[src/icscm_defines.vh]
// Constants for the clock source control block
`ifndef ICSCM_DEFINES_VH
`define ICSCM_DEFINES_VH

// Register byte offsets
`define ICSCM_OFF_CTRL1 8'h00
`define ICSCM_OFF_CTRL2 8'h04
`define ICSCM_OFF_TRIM 8'h08
`define ICSCM_OFF_STAT 8'h0C

// Reset values
`define ICSCM_CTRL1_RST 8'h04
`define ICSCM_CTRL2_RST 8'h40
`define ICSCM_TRIM_RST 8'h80

// Control one fields
`define ICSCM_SRC_HI 7
`define ICSCM_SRC_LO 6
`define ICSCM_REFERENCE_DIVIDE_HI 5
`define ICSCM_REFERENCE_DIVIDE_LO 3
`define ICSCM_REFSEL 2
`define ICSCM_IOE 1
`define ICSCM_IST 0

// Control two fields
`define ICSCM_BUS_DIVIDE_HI 7
`define ICSCM_BUS_DIVIDE_LO 6
`define ICSCM_RANGE 5
`define ICSCM_GAIN 4
`define ICSCM_LP 3
`define ICSCM_OSCREQ 2
`define ICSCM_EOE 1
`define ICSCM_EST 0

// Source select codes
`define ICSCM_SRC_LOOP 2'h0
`define ICSCM_SRC_INT 2'h1
`define ICSCM_SRC_EXT 2'h2

// Largest reference divide code and its shift
`define ICSCM_REFERENCE_DIVIDE_TOP 3'h6
`define ICSCM_REFERENCE_DIVIDE_TOP_SHIFT 3'h7

// Loop multiplication factor
`define ICSCM_LOOP_MULT 10'h200

// Edges of a new source needed before a switch
`define ICSCM_SWITCH_EDGES 2'h3

// Oscillator start-up edges
`define ICSCM_OSC_INIT_EDGES 4096

`endif

[src/icscm_div.v]
// Edge-counting power-of-two clock divider
`timescale 1ns/10ps
module icscm_div #(
  parameter CNT_W = 7
) (
  input wire mclk,
  input wire sys_rst,
  input wire sig_in,
  input wire [2:0] shift,
  output wire sig_out
);

  reg prev_r;
  reg [CNT_W-1:0] cnt_r;
  reg out_r;
  wire rise;

  assign rise = sig_in & ~prev_r;
  assign sig_out = out_r;

  // Count rising edges of the incoming clock
  always @(posedge mclk) begin
    if (sys_rst) begin
      prev_r <= 1'b0;
      cnt_r <= {CNT_W{1'b0}};
    end else begin
      prev_r <= sig_in;
      if (rise) begin
        cnt_r <= cnt_r + {{(CNT_W-1){1'b0}}, 1'b1};
      end
    end
  end

  // Shift zero passes the clock, else counter bit shift-1
  always @(posedge mclk) begin
    if (sys_rst) begin
      out_r <= 1'b0;
    end else if (shift == 3'h0) begin
      out_r <= sig_in;
    end else begin
      out_r <= cnt_r[shift - 3'h1];
    end
  end

endmodule

[src/icscm_top.v]
// Clock source control: registers, mode decode, source switch and dividers
//
// Design decisions made here: the register addresses and the APB register port.
`timescale 1ns/10ps
`include "icscm_defines.vh"
module icscm_top #(
  parameter OSC_INIT_EDGES = `ICSCM_OSC_INIT_EDGES
) (
  input wire mclk,
  input wire sys_rst,
  input wire psel,
  input wire penable,
  input wire pwrite,
  input wire [7:0] paddr,
  input wire [31:0] pwdata,
  output wire pready,
  output wire pslverr,
  output reg [31:0] prdata,
  input wire stop_mode,
  input wire int_ref_clk,
  input wire ext_ref_clk,
  input wire loop_clk,
  output reg loop_enable,
  output reg loop_ref_internal,
  output wire loop_ref_div,
  output wire [9:0] loop_mult,
  output reg int_ref_enable,
  output reg ext_ref_enable,
  output reg internal_reference_out,
  output reg external_reference_out,
  output reg system_clock_out,
  output wire bus_clock_out,
  output reg osc_range,
  output reg osc_gain,
  output reg osc_request,
  output reg [8:0] trim_code
);

  // --------------------------------------------------------------
  // Register state
  // --------------------------------------------------------------
  reg [7:0] ctrl1_r;
  reg [7:0] ctrl2_r;
  reg [7:0] trim_r;
  reg fine_r;
  reg osc_ready_r;
  reg [1:0] active_r;
  reg [1:0] pend_r;
  reg [1:0] edge_cnt_r;
  reg [12:0] osc_cnt_r;
  reg int_mode_r;
  reg ext_mode_r;
  reg int_prev_r;
  reg ext_prev_r;
  reg loop_prev_r;

  wire [1:0] src_sel;
  wire [2:0] reference_divide;
  wire [1:0] bus_divide;
  wire refsel;
  wire ioe;
  wire ist;
  wire eoe;
  wire est;
  wire lp;
  wire oscreq;

  assign src_sel = ctrl1_r[`ICSCM_SRC_HI:`ICSCM_SRC_LO];
  assign reference_divide = ctrl1_r[`ICSCM_REFERENCE_DIVIDE_HI:`ICSCM_REFERENCE_DIVIDE_LO];
  assign refsel = ctrl1_r[`ICSCM_REFSEL];
  assign ioe = ctrl1_r[`ICSCM_IOE];
  assign ist = ctrl1_r[`ICSCM_IST];
  assign bus_divide = ctrl2_r[`ICSCM_BUS_DIVIDE_HI:`ICSCM_BUS_DIVIDE_LO];
  assign lp = ctrl2_r[`ICSCM_LP];
  assign oscreq = ctrl2_r[`ICSCM_OSCREQ];
  assign eoe = ctrl2_r[`ICSCM_EOE];
  assign est = ctrl2_r[`ICSCM_EST];

  // --------------------------------------------------------------
  // Bus slave
  // --------------------------------------------------------------
  wire setup;
  wire wr_en;
  wire hit;

  assign setup = psel & ~penable;
  assign wr_en = psel & penable & pwrite;
  assign hit = (paddr == `ICSCM_OFF_CTRL1) | (paddr == `ICSCM_OFF_CTRL2) |
               (paddr == `ICSCM_OFF_TRIM) | (paddr == `ICSCM_OFF_STAT);
  assign pready = 1'b1; // Zero wait states
  assign pslverr = psel & penable & ~hit;

  // Software writes; trim and fine trim have defined reset too
  always @(posedge mclk) begin
    if (sys_rst) begin
      ctrl1_r <= `ICSCM_CTRL1_RST;
      ctrl2_r <= `ICSCM_CTRL2_RST;
      trim_r <= `ICSCM_TRIM_RST;
      fine_r <= 1'b0;
    end else if (wr_en) begin
      if (paddr == `ICSCM_OFF_CTRL1) begin
        ctrl1_r <= pwdata[7:0];
      end else if (paddr == `ICSCM_OFF_CTRL2) begin
        ctrl2_r <= pwdata[7:0];
      end else if (paddr == `ICSCM_OFF_TRIM) begin
        trim_r <= pwdata[7:0];
      end else if (paddr == `ICSCM_OFF_STAT) begin
        fine_r <= pwdata[0];
      end
    end
  end

  // Read data captured in the setup cycle
  always @(posedge mclk) begin
    if (sys_rst) begin
      prdata <= 32'h00000000;
    end else if (setup) begin
      if (paddr == `ICSCM_OFF_CTRL1) begin
        prdata <= {24'h000000, ctrl1_r};
      end else if (paddr == `ICSCM_OFF_CTRL2) begin
        prdata <= {24'h000000, ctrl2_r};
      end else if (paddr == `ICSCM_OFF_TRIM) begin
        prdata <= {24'h000000, trim_r};
      end else if (paddr == `ICSCM_OFF_STAT) begin
        prdata <= {28'h0000000, active_r, osc_ready_r, fine_r};
      end else begin
        prdata <= 32'h00000000;
      end
    end
  end

  // --------------------------------------------------------------
  // Mode decode
  // --------------------------------------------------------------
  reg [1:0] tgt_src;
  reg bypass;
  reg loop_on;

  // reserved select acts as loop output
  // bypass modes and low power variants
  always @* begin
    tgt_src = src_sel;
    if (src_sel == 2'h3) begin
      tgt_src = `ICSCM_SRC_LOOP;
    end
    bypass = (tgt_src != `ICSCM_SRC_LOOP);
    // low power stops the loop in bypass
    loop_on = ~stop_mode & ~(bypass & lp);
  end

  // Remember which reference the mode used before stop
  always @(posedge mclk) begin
    if (sys_rst) begin
      int_mode_r <= 1'b1;
      ext_mode_r <= 1'b0;
    end else if (~stop_mode) begin
      int_mode_r <= refsel;
      ext_mode_r <= ~refsel;
    end
  end

  // Reference enables and loop controls
  always @(posedge mclk) begin
    if (sys_rst) begin
      loop_enable <= 1'b1;
      loop_ref_internal <= 1'b1;
      int_ref_enable <= 1'b1;
      ext_ref_enable <= 1'b0;
    end else begin
      // loop stays on in internal bypass unless lp is set
      // loop stays on in external bypass unless lp is set
      loop_enable <= loop_on;
      loop_ref_internal <= refsel;
      if (stop_mode) begin
        int_ref_enable <= ist & (ioe | int_mode_r);
        ext_ref_enable <= est & (eoe | ext_mode_r);
      end else begin
        int_ref_enable <= ioe | refsel | (tgt_src == `ICSCM_SRC_INT);
        ext_ref_enable <= eoe | ~refsel | (tgt_src == `ICSCM_SRC_EXT);
      end
    end
  end

  // --------------------------------------------------------------
  // Reference outputs and oscillator controls
  // --------------------------------------------------------------
  always @(posedge mclk) begin
    if (sys_rst) begin
      internal_reference_out <= 1'b0;
      external_reference_out <= 1'b0;
      osc_range <= 1'b0;
      osc_gain <= 1'b0;
      osc_request <= 1'b0;
      trim_code <= {`ICSCM_TRIM_RST, 1'b0};
    end else begin
      // internal output gated by its enable
      internal_reference_out <= int_ref_clk & ioe & int_ref_enable;
      // external output gated by its enable
      external_reference_out <= ext_ref_clk & eoe & ext_ref_enable;
      osc_range <= ctrl2_r[`ICSCM_RANGE];
      osc_gain <= ctrl2_r[`ICSCM_GAIN];
      osc_request <= oscreq;
      // fine trim is the least step
      trim_code <= {trim_r, fine_r};
    end
  end

  // --------------------------------------------------------------
  // Edge detection of the three clock sources
  // --------------------------------------------------------------
  wire int_rise;
  wire ext_rise;
  wire loop_rise;

  assign int_rise = int_ref_clk & ~int_prev_r;
  assign ext_rise = ext_ref_clk & ~ext_prev_r;
  assign loop_rise = loop_clk & ~loop_prev_r;

  always @(posedge mclk) begin
    if (sys_rst) begin
      int_prev_r <= 1'b0;
      ext_prev_r <= 1'b0;
      loop_prev_r <= 1'b0;
    end else begin
      int_prev_r <= int_ref_clk;
      ext_prev_r <= ext_ref_clk;
      loop_prev_r <= loop_clk;
    end
  end

  // --------------------------------------------------------------
  // Oscillator ready flag
  // --------------------------------------------------------------
  wire ext_used;
  wire osc_done;

  assign ext_used = eoe | ~refsel | (tgt_src == `ICSCM_SRC_EXT);
  assign osc_done = (osc_cnt_r == OSC_INIT_EDGES[12:0]);

  // set after start-up, cleared by dropping the request or external use
  always @(posedge mclk) begin
    if (sys_rst) begin
      osc_cnt_r <= 13'h0000;
      osc_ready_r <= 1'b0;
    end else if (~oscreq | ~ext_used) begin
      osc_cnt_r <= 13'h0000;
      osc_ready_r <= 1'b0;
    end else if (osc_done) begin
      osc_ready_r <= 1'b1;
    end else if (ext_rise) begin
      osc_cnt_r <= osc_cnt_r + 13'h0001;
    end
  end

  // --------------------------------------------------------------
  // Glitch-safe source switch
  // --------------------------------------------------------------
  reg new_rise;
  reg cur_clk;

  always @* begin
    case (pend_r)
      `ICSCM_SRC_INT: new_rise = int_rise;
      `ICSCM_SRC_EXT: new_rise = ext_rise;
      default: new_rise = loop_rise;
    endcase
    case (active_r)
      `ICSCM_SRC_INT: cur_clk = int_ref_clk;
      `ICSCM_SRC_EXT: cur_clk = ext_ref_clk;
      default: cur_clk = loop_clk;
    endcase
  end

  // count new-clock edges, old source stays meanwhile
  always @(posedge mclk) begin
    if (sys_rst) begin
      active_r <= `ICSCM_SRC_LOOP;
      pend_r <= `ICSCM_SRC_LOOP;
      edge_cnt_r <= 2'h0;
    end else if (tgt_src != pend_r) begin
      pend_r <= tgt_src;
      edge_cnt_r <= 2'h0;
    end else if (pend_r == active_r) begin
      edge_cnt_r <= 2'h0;
    end else if (new_rise) begin
      if (edge_cnt_r == `ICSCM_SWITCH_EDGES - 2'h1) begin
        active_r <= pend_r;
        edge_cnt_r <= 2'h0;
      end else begin
        edge_cnt_r <= edge_cnt_r + 2'h1;
      end
    end
  end

  always @(posedge mclk) begin
    if (sys_rst) begin
      system_clock_out <= 1'b0;
    end else begin
      system_clock_out <= cur_clk & ~stop_mode;
    end
  end

  // --------------------------------------------------------------
  // Dividers
  // --------------------------------------------------------------
  wire loop_ref_src;
  wire [2:0] reference_divide_shift;
  wire sys_src;

  assign loop_ref_src = refsel ? int_ref_clk : ext_ref_clk;
  assign reference_divide_shift = (reference_divide == `ICSCM_REFERENCE_DIVIDE_TOP) ? `ICSCM_REFERENCE_DIVIDE_TOP_SHIFT : reference_divide;
  assign sys_src = cur_clk & ~stop_mode;
  // loop target is 512 times divided reference
  assign loop_mult = `ICSCM_LOOP_MULT;

  // Divided loop reference
  icscm_div #(.CNT_W(7)) u_ref_div (
    .mclk(mclk),
    .sys_rst(sys_rst),
    .sig_in(loop_ref_src),
    .shift(reference_divide_shift),
    .sig_out(loop_ref_div)
  );

  icscm_div #(.CNT_W(7)) u_bus_div (
    .mclk(mclk),
    .sys_rst(sys_rst),
    .sig_in(sys_src),
    .shift({1'b0, bus_divide}),
    .sig_out(bus_clock_out)
  );

endmodule

[config.mk]
export PLATFORM = sky130hd
export DESIGN_NAME = icscm_top
export DESIGN_NICKNAME = d
export VERILOG_FILES = /design/src/icscm_div.v /design/src/icscm_top.v
export VERILOG_INCLUDE_DIRS = /design/src /design/src/src
export SDC_FILE = /design/constraint.sdc
export NUM_CORES = 1
export LEC_CHECK = 0
export BUFFER_PORTS_ARGS = -buffer_cell sky130_fd_sc_hd__buf_4
export CAP_MARGIN = 5
export CORE_MARGIN = 2
export CORE_UTILIZATION = 50
export CTS_CLUSTER_DIAMETER = 150
export DETAILED_ROUTE_END_ITERATION = 10
export GPL_TIMING_DRIVEN = 0
export HOLD_SLACK_MARGIN = 0.1
export PLACE_DENSITY = 0.74
export REMOVE_ABC_BUFFERS = 1
export SLEW_MARGIN = 20
export SYNTH_ARGS = -nofsm -noshare
export SYNTH_HDL_FRONTEND = slang
export SYNTH_SLANG_ARGS = --single-unit
export TNS_END_PERCENT = 50
[constraint.sdc]
create_clock -name mclk -period 3.1 [get_ports mclk]
set_input_delay 0.465 -clock mclk [delete_from_list [all_inputs] [get_ports mclk]]
set_output_delay 0.465 -clock mclk [all_outputs]
set_load 0.01 [all_outputs]
Yosys cells after proc, flatten, opt, wreduce, memory -nomap -nowiden
Cells that the tools add are included.
{ "totals": {"elab_cells": 130, "memories": 0, "ff_bits": 118, "latchBits": 0, "ram_bits": 0, "rom_bits": 0} }
{ "op_classes": {"order_cmp": 2, "eq_ne": 15, "n_div": 0, "mul": 0, "add_sub_neg": 6, "muxes": 18, "n_bitwise": 46, "reduce_logical": 12, "shift": 0} }
{ "op_table": {"columns": ["cell", "n"], "rows": [
  ["$mux 8", 3],
  ["$and 1x1->1", 18],
  ["$not 1->1", 18],
  ["$eq 8x4->1 const B", 2],
  ["$add 7x1->7 const B", 2],
  ["$add 13x1->13 const B", 1],
  ["$eq 13x13->1 const B", 1],
  ["$eq 2x2->1 const B", 5],
  ["$or 1x1->1", 10],
  ["$eq 8x3->1 const B", 1],
  ["$logic_not 8->1", 1],
  ["$lt 3x4->1 const B", 2],
  ["$reduce_and 4->1", 2],
  ["$mux 1", 7],
  ["$bmux 1 s3", 2],
  ["$eq 2x1->1 const B", 3],
  ["$logic_not 3->1", 2],
  ["$reduce_and 5->1", 1],
  ["$mux 2", 2],
  ["$mux 4", 1],
  ["$pmux 1 s2", 2],
  ["$reduce_and 2->1", 2],
  ["$eq 3x3->1 const B", 1],
  ["$mux 3", 1],
  ["other kinds (9)", 9]
]} }

Depth between registers and ports, before layout
Gate-level depths: netlist of run 1.
{ "logic_depth": {"ltp_word": 7, "ltp_mapped": 7, "ltp_nobuf": 6} }

By module
Synthesis of run 1 repeated with hierarchy kept, for this count alone.
{ "unflattened": {"hier_cells": 468, "hier_area_um2": 4514.3} }
{ "modules_own_cells": {"columns": ["module", "area_per_inst_um2", "seq_area_each_um2", "n_inst", "cells_per_inst"], "rows": [
  ["icscm_top", 3563.4, 1541.5, 1, 368],
  ["icscm_div", 475.5, 180.2, 2, 50]
]} }

Worst setup path before layout of run 1
OpenSTA, ideal clock, no wires.
{ "synth_timing": {"kind": "register -> register", "start": "register pend_r[0]", "end": "register edge_cnt_r[1]", "path_stages_with_launch": 7, "period_less_slack_ps": 1831, "setup_ps": 86, "required_ps": 3014, "path_slack_ps": 1269, "arrival_ps": 1745, "cell_sequence": "dfxtp_1 > inv_1 > ha_1 > nor4bb_1 > a311oi_1 > or3b_2 > a211oi_1"} }
{ "synth_via": {"elab_chain_len": 2, "elab_cells_between_ends": 6} }
{ "synth_lines": {"columns": ["element", "line", "rtl"], "rows": [
  ["start: declaration", "icscm_top.v:48", "reg [1:0] pend_r;"],
  ["start signal: assignment", "icscm_top.v:278", "pend_r <= `ICSCM_SRC_LOOP;"],
  ["start signal: assignment", "icscm_top.v:281", "pend_r <= tgt_src;"],
  ["$eq 2x2->1 (tied with other cells)", "icscm_top.v:262", "case (pend_r)"],
  ["$pmux 1 s2 or $reduce_or 3->1 (tied branches)", null, null],
  ["end signal: assignment", "icscm_top.v:290", "edge_cnt_r <= edge_cnt_r + 2'h1;"],
  ["end: declaration", "icscm_top.v:49", "reg [1:0] edge_cnt_r;"]
]} }
Several ways; a longest one is shown, not always the timed one.
A chain may end at the register's enable or synchronous reset.

Worst setup path after layout of run 1
Ends and elaborated chain as after synthesis.

==> summary.md, run 1 <==
| Metric | Value |
|---|---|
| Status | complete, no violations |
| Avg WL per Cell | between 10 and 15 µm |
| Non-Filler Instances | 595 |
| Path type of the worst min-delay path | input pin to register |
| Syn. warnings | 0 |
| Async set-or-reset flop fraction in the synthesized netlist | 0% |
| Port-buffer cells | 54 |
| CP max-delay cell | a311oi_1 |
| Number of I/O pins | ~110 |
| # rows | 33 |
| Die Wd | about 100 µm |
| Largest net degree at the start of global routing | 78 |
| Sequential fraction of the synthesis area | a little over two fifths |
| Syn avg cell area | around 10 µm² |
| Leakage | 2.12 nW |
| Area Growth Syn to Fin | 11.9% |
| Req. time, crit path | 3.38 ns |
| Worst-path maximum fanout | 5 |
| CORE AREA | just over 8000 µm² |
| Clk Latency, worst-skew pair | around 0.36 ns |
| Multi-input logic area | roughly 2200 µm² |
| Worst slew margin | roughly 50% |
| Layout cells sized above 1 | roughly a fifth |
| Seq cells post-synth | 91 |
| Inst Count DP | about 580 |
| Max-Cap Viols | 0 |
| Fin util | about 60% |
| CTS Hold Bufs | 0 |
| TritonCTS clock tree | yes |
| Post-CTS sizing | 0 |
| Crit-path max cell delay | roughly 0.52 ns |
| Gr ovfl total | 0 |
| Arrival time worst endpoint | 2.31 ns |
| Remaining antenna violation count | 0 |
| Drt pass-1 iters | 4 |
| Most common cell after layout, fill and taps aside | dfxtp_1 |
| CP top delay family | compound AO/OA/AOI/OAI gates |
| Bufs and invs on worst path | 1 |
| Fin worst setup slack | ~1.1 ns |
| Final WL | roughly 8300 µm |
| Vias in the first global route | 3016 |
| Die H | ~97 µm |
| HPWL Detailed | between 5000 and 6000 µm |
| Unique cell type count in the Yosys netlist | 61 |
| CTS max path bufs | 2 |
| Number of flops mapped to enable cells by yosys | 0 |
| WHS | 0.351 ns |
| Gate Count Post-Synth | about 440 |
| Total area of sequential cells | about 1800 µm² |
| Vias per Instance | 5.24 |
| DRC viols | 0 |
| CTS Buf Count | 9 |
| Fillers | 724 |
| Final Critical Period | between 2 and 2.5 ns |
| CTS sink cnt | 91 |
| Pwr Density | ~440 nW/µm² |
| Antenna diodes | 0 |
| Fmax achieved | between 0.4 and 0.5 GHz |
| Startpoint Class | register |
| Most frequent cells in the layout | dfxtp_1 (91), nor2_1 (59), buf_4 (54) |
| DRC marker count from the first detailed-route iteration | between 70 and 80 |
| Crit path kind | register to register |
| Crit path cell chain | inv_1 -> ha_1 -> and4bb_2 -> a311oi_1 -> nand2_1 -> a211oi_1 |
| Fin crit share | approximately 66% |
| CTS root buf | clkbuf_8 |
| Least-Margin Pin Slew | approximately 0.75 ns |
| Worst setup slack after placement | 1.05 ns |
| Clk_skew | around 0.013 ns |
| Max Slew Vio Count | 0 |
| Antenna violations before repair | 0 |
| H-Tree Depth | 3 |
| Total GRT Usage | 18.0% |
| Worst vdd ir | between 0.0003 and 0.0004 V |
| Starting Density | 52.2% |
| RSZ-0062 raised after global routing | no |
| Clk pin slew, worst setup/hold paths | 0.10 ns |
| Nets | between 500 and 600 |
| Post-CTS setup buffer count | 0 |
| First-pass GRT wire length | approximately 14000 µm |
| CP Capture Type | register |
| Synth Flop Type | dfxtp_1 |
| Post-Syn Area | roughly 4300 µm² |
| Via count | about 3100 |
| Final hold viol count | 0 |
| Final Wtd Congestion | a little over 0.8 |
| Area of the die | around 9400 µm² |
| Setup TNS | 0 ns |
| Final setup viols | 0 |
## cells in the mapped netlist, drive strengths merged, types with 2 or more instances
master	n	share of area, %
and3	5	0.72
a21o	3	0.55
dfxtp	91	42
nor4b	5	1.9
or3	5	0.72
mux2i	33	7.7
buf	37	6.4
a31oi	2	0.29
nand3b	2	0.35
a311oi	4	0.81
conb	2	0.17
inv	19	1.6
clkbuf	15	1.6
nand2b	13	1.9
nor2b	18	2.6
nand3	8	0.92
nand2	7	0.61
o2bb2ai	4	0.81
nor2	59	5.1
ha	13	3.8
nor4	4	1.3
nor3	4	0.46
xnor2	11	2.2
nand4	11	2.2
xor2	6	1.2
nor3b	3	0.52
a21oi	13	1.6
mux2	2	0.61
a22oi	8	1.4
or2	2	0.29
a211oi	3	0.52
o21ai	6	0.69
mux4	6	3.2
## cell type report
type                            instances  area share [%]
Multi-Input combinational cell        310            45.8
Sequential cell                        91            37.6
Timing Repair Buffer                   54            8.36
Tap cell                              105            2.71
Clock buffer                           10            2.63
Clock inverter                          6            1.50
Inverter                               19            1.47
## kinds of logic after synthesis
kind of cell / count (synthesis) / synth area share (%)
mux: 41 / 11.5
buf+inv: 71 / 9.64
simple gates: 154 / 21.3
fa+ha+maj: 13 / 3.75
flops: 91 / 42.0
compound gates: 50 / 8.14
xor+xnor: 17 / 3.43
other cells: 2 / 0.173
## routing by layer
layer | global-route usage [%] | vias up | routed length, µm
li1 | - | 1543 | -
met1 | 21.1 | 1507 | 3580
met2 | 32.5 | 57 | 4290
met3 | 3.60 | 11 | 259
met4 | 6.28 | 0 | 140
met5 | 0 | - | 0
## report_power, final
group | leakage [nW] | switching [mW] | internal (mW)
Combinational | 1.29 | 0.0854 | 0.0535
Clock | 0.0979 | 0.430 | 0.383
Sequential | 0.736 | 0.00865 | 1.18
Total | 2.12 | 0.524 | 1.62
## registers in the layout, indices dropped and copies added, names as in the netlist, 2 cells and up
register,flops
osc_cnt_r,13
ctrl2_r,8
pend_r,2
trim_r,8
trim_code,9
ctrl1_r,8
u_bus_div.cnt_r,4
u_ref_div.cnt_r,7
edge_cnt_r,2
prdata,8
active_r,2
## worst paths after layout
kind / slack, ns / start / cells past startpoint / end
worst max-delay path: 1.07 / pend_r[0] / 6 / edge_cnt_r[1]
worst min-delay path: 0.35 / loop_clk / 2 / loop_prev_r
worst max register to register: 1.07 / pend_r[0] / 6 / edge_cnt_r[1]
worst min register to register: 0.48 / ctrl2_r[2] / 2 / osc_request
## per-stage QoR
step	power, mW	instance area (µm²)
2_1_floorplan	1.28	4110
5_1_grt	2.22	4850
3_5_place_dp	1.36	4650
3_3_place_gp	1.35	4650
4_1_cts	2.16	4850
6_report	2.14	4850
Power figures use the tool's default switching activity.
==> inputs of run 2 (changes only) <==
==> constraint.sdc (replaced) <==
create_clock -name mclk -period 1.9 [get_ports mclk]
set_input_delay 0.285 -clock mclk [delete_from_list [all_inputs] [get_ports mclk]]
set_output_delay 0.285 -clock mclk [all_outputs]
set_load 0.01 [all_outputs]
==> summary.md, run 2 (synthesis gave the netlist of run 1 again) <==
| Metric | Value |
|---|---|
| Multi-input logic area | 2290 µm² (+3.3%) |
| Nets | 547 (unchanged) |
| Status | complete, no violations |
| Req. time, crit path | 2.18 ns (-1.20 ns) |
| Most common cell after layout, fill and taps aside | dfxtp_1 |
| Remaining antenna violation count | 0 (unchanged) |
| DRC marker count from the first detailed-route iteration | 111 (+50%) |
| FF-to-FF setup slack | 0.12 ns (-0.95 ns) |
| Max-Cap Viols | 0 (unchanged) |
| Final setup viols | 0 (unchanged) |
| Vias in the first global route | 3072 (+1.9%) |
| Worst vdd ir | 0.000520 V (+64%) |
| Min-Delay Endpoint | ctrl2_r[7] |
| CP top delay family | compound AO/OA/AOI/OAI gates |
| Area of the die | 9430 µm² (unchanged) |
| First-pass GRT wire length | 14100 µm (+1.3%) |
| Area Growth Syn to Fin | 13.7% |
| Least-Margin Pin Slew | 0.752 ns (+0.00288 ns) |
| Startpoint Class | register |
| CP max-delay cell | dfxtp_4 |
| Clk_skew | 0.0136 ns (+0.000174 ns) |
| CP Capture Type | register |
| Fin worst setup slack | 0.121 ns (-0.948 ns) |
| CORE AREA | 8300 µm² (unchanged) |
| # rows | 33 (unchanged) |
| Clk pin slew, worst setup/hold paths | 0.10 ns (about the same) |
| Reg2Reg Capture Point | edge_cnt_r[1] |
| Hold path start | pwdata[7] |
| Via count | 3112 (-0.19%) |
| WHS | 0.179 ns (-0.173 ns) |
| Layout cells sized above 1 | 21.2% (+1.6 points) |
| H-Tree Depth | 3 (unchanged) |
| Clk Latency, worst-skew pair | 0.35 ns (about the same) |
| Post-CTS setup buffer count | 0 (unchanged) |
| Largest net degree at the start of global routing | 78 (unchanged) |
| CTS sink cnt | 91 (unchanged) |
| Worst-path maximum fanout | 5 (unchanged) |
| Crit path cell chain | inv_1 -> ha_4 -> and4bb_2 -> a311oi_4 -> nand2_1 -> a211oi_2 |
| CTS Buf Count | 9 (unchanged) |
| Path type of the worst min-delay path | input pin to register |
| TritonCTS clock tree | yes |
| Starting Density | 52.2% (unchanged) |
| Biggest regs | osc_cnt_r: 13 flops, trim_code: 9 flops |
| HPWL Detailed | 5960 µm (unchanged) |
| Final Critical Period | 1.78 ns (-0.252 ns) |
| Vias per Instance | 5.23 (-0.19%) |
| Fillers | 710 (-1.9%) |
| Drt pass-1 iters | 4 (unchanged) |
| Most frequent cells in the layout | dfxtp_1 (89), nor2_1 (59), buf_4 (54) |
| Pwr Density | 710 nW/µm² (+61%) |
| RR Startpoint | pend_r[0] |
| Die Wd | 97.1 µm (unchanged) |
| Final Wtd Congestion | 0.808 (unchanged) |
| Antenna diodes | 0 (unchanged) |
| Leakage | 2.15 nW (+1.2%) |
| R2r worst-path depth | 6 (unchanged) |
| Final WL | 8430 µm (+1.9%) |
| Number of flip-flops in the largest register | 13 (unchanged) |
| Max Slew Vio Count | 0 (unchanged) |
| Arrival time worst endpoint | 2.06 ns (-0.25 ns) |
| Gr ovfl total | 0 (unchanged) |
| Hold Path Stages | 3 (+1) |
| DRC viols | 0 (unchanged) |
| CTS max path bufs | 2 (unchanged) |
| CTS root buf | clkbuf_8 |
| Worst setup slack after placement | -0.109 ns (-1.16 ns) |
| Die H | 97.1 µm (unchanged) |
| Fmax achieved | 0.562 GHz (+14%) |
| Setup TNS | 0 ns (unchanged) |
| Avg WL per Cell | 14.2 µm (+1.9%) |
| Bufs and invs on worst path | 1 (unchanged) |
| Number of I/O pins | 114 (unchanged) |
| Crit-path max cell delay | 0.38 ns (-0.14 ns) |
| Worst slew margin | 49.9% (-0.19 points) |
| Fin crit share | 93.6% (+28 points) |
| Port-buffer cells | 54 (unchanged) |
| Antenna violations before repair | 0 (unchanged) |
| Final hold viol count | 0 (unchanged) |
| Total GRT Usage | 18.2% (+0.20 points) |
| Crit path kind | register to register |
| Largest register by flop count | osc_cnt_r |
| Total area of sequential cells | 1830 µm² (+0.27%) |
==> run 2: cell counts in the layout (fill, tap and decap cells not counted) <==
Identical to the previous run, type by type.
==> run 2: worst max-delay path by stage <==
stage / start / to / slack (ns) / depth (start not counted)
2_1_floorplan: pend_r[0] / edge_cnt_r[1] / 0.07 / 6
3_3_place_gp: pend_r[0] / active_r[0] / -0.06 / 6
3_5_place_dp: pend_r[0] / edge_cnt_r[1] / -0.11 / 6
4_1_cts: pend_r[0] / edge_cnt_r[1] / 0.05 / 6
5_1_grt: pend_r[0] / edge_cnt_r[1] / -0.002 / 6
6_report: pend_r[0] / edge_cnt_r[1] / 0.12 / 6
==> run 2: worst reg2reg max path: stages (launching register included) <==
cell and delay [ns]:
dfxtp_4 0.38, inv_1 0.07, ha_4 0.30, and4bb_2 0.27
a311oi_4 0.36, nand2_1 0.12, a211oi_2 0.21
==> run 2: where the power goes <==
part	switching [mW]	internal (mW)	total, mW
Clock	0.702	0.626	1.33
Combinational	0.142	0.0905	0.232
Sequential	0.0147	1.92	1.94
==> run 2: layout make-up <==
cell class / instances / area share (%)
Sequential cell: 91 / 37.1
Clock buffer: 10 / 2.59
Clock inverter: 6 / 1.47
Inverter: 19 / 1.45
Tap cell: 105 / 2.67
Multi-Input combinational cell: 310 / 46.5
Timing Repair Buffer: 54 / 8.23
==> run 2: metrics by stage <==
stage | util, % | std cells | cell area [µm²] | power (mW)
after global routing | 59.4 | 595 | 4930 | 3.64
after detailed placement | 56.0 | 579 | 4650 | 2.21
after global placement | 56.0 | 579 | 4650 | 2.21
after CTS | 58.8 | 595 | 4880 | 3.53
final | 59.4 | 595 | 4930 | 3.50
after floorplan | - | 420 | 4110 | 2.10
==> run 2: what timing repair did <==
| item | CTS | global route |
|---|---|---|
| endpoints found under the setup margin | 4 | 8 |
| endpoints found under the hold margin | 0 | 0 |
| pin swaps | 1 | 1 |
| hold buffers | 0 | 0 |
| resized for setup | 6 | 7 |
==> run 2: layer usage <==
layer	routed length [µm]	vias up	GRT usage (%)
li1	-	1547	-
met1	3540	1498	21.2
met2	4500	60	32.9
met3	277	7	3.17
met4	104	0	7.37
met5	0	-	0
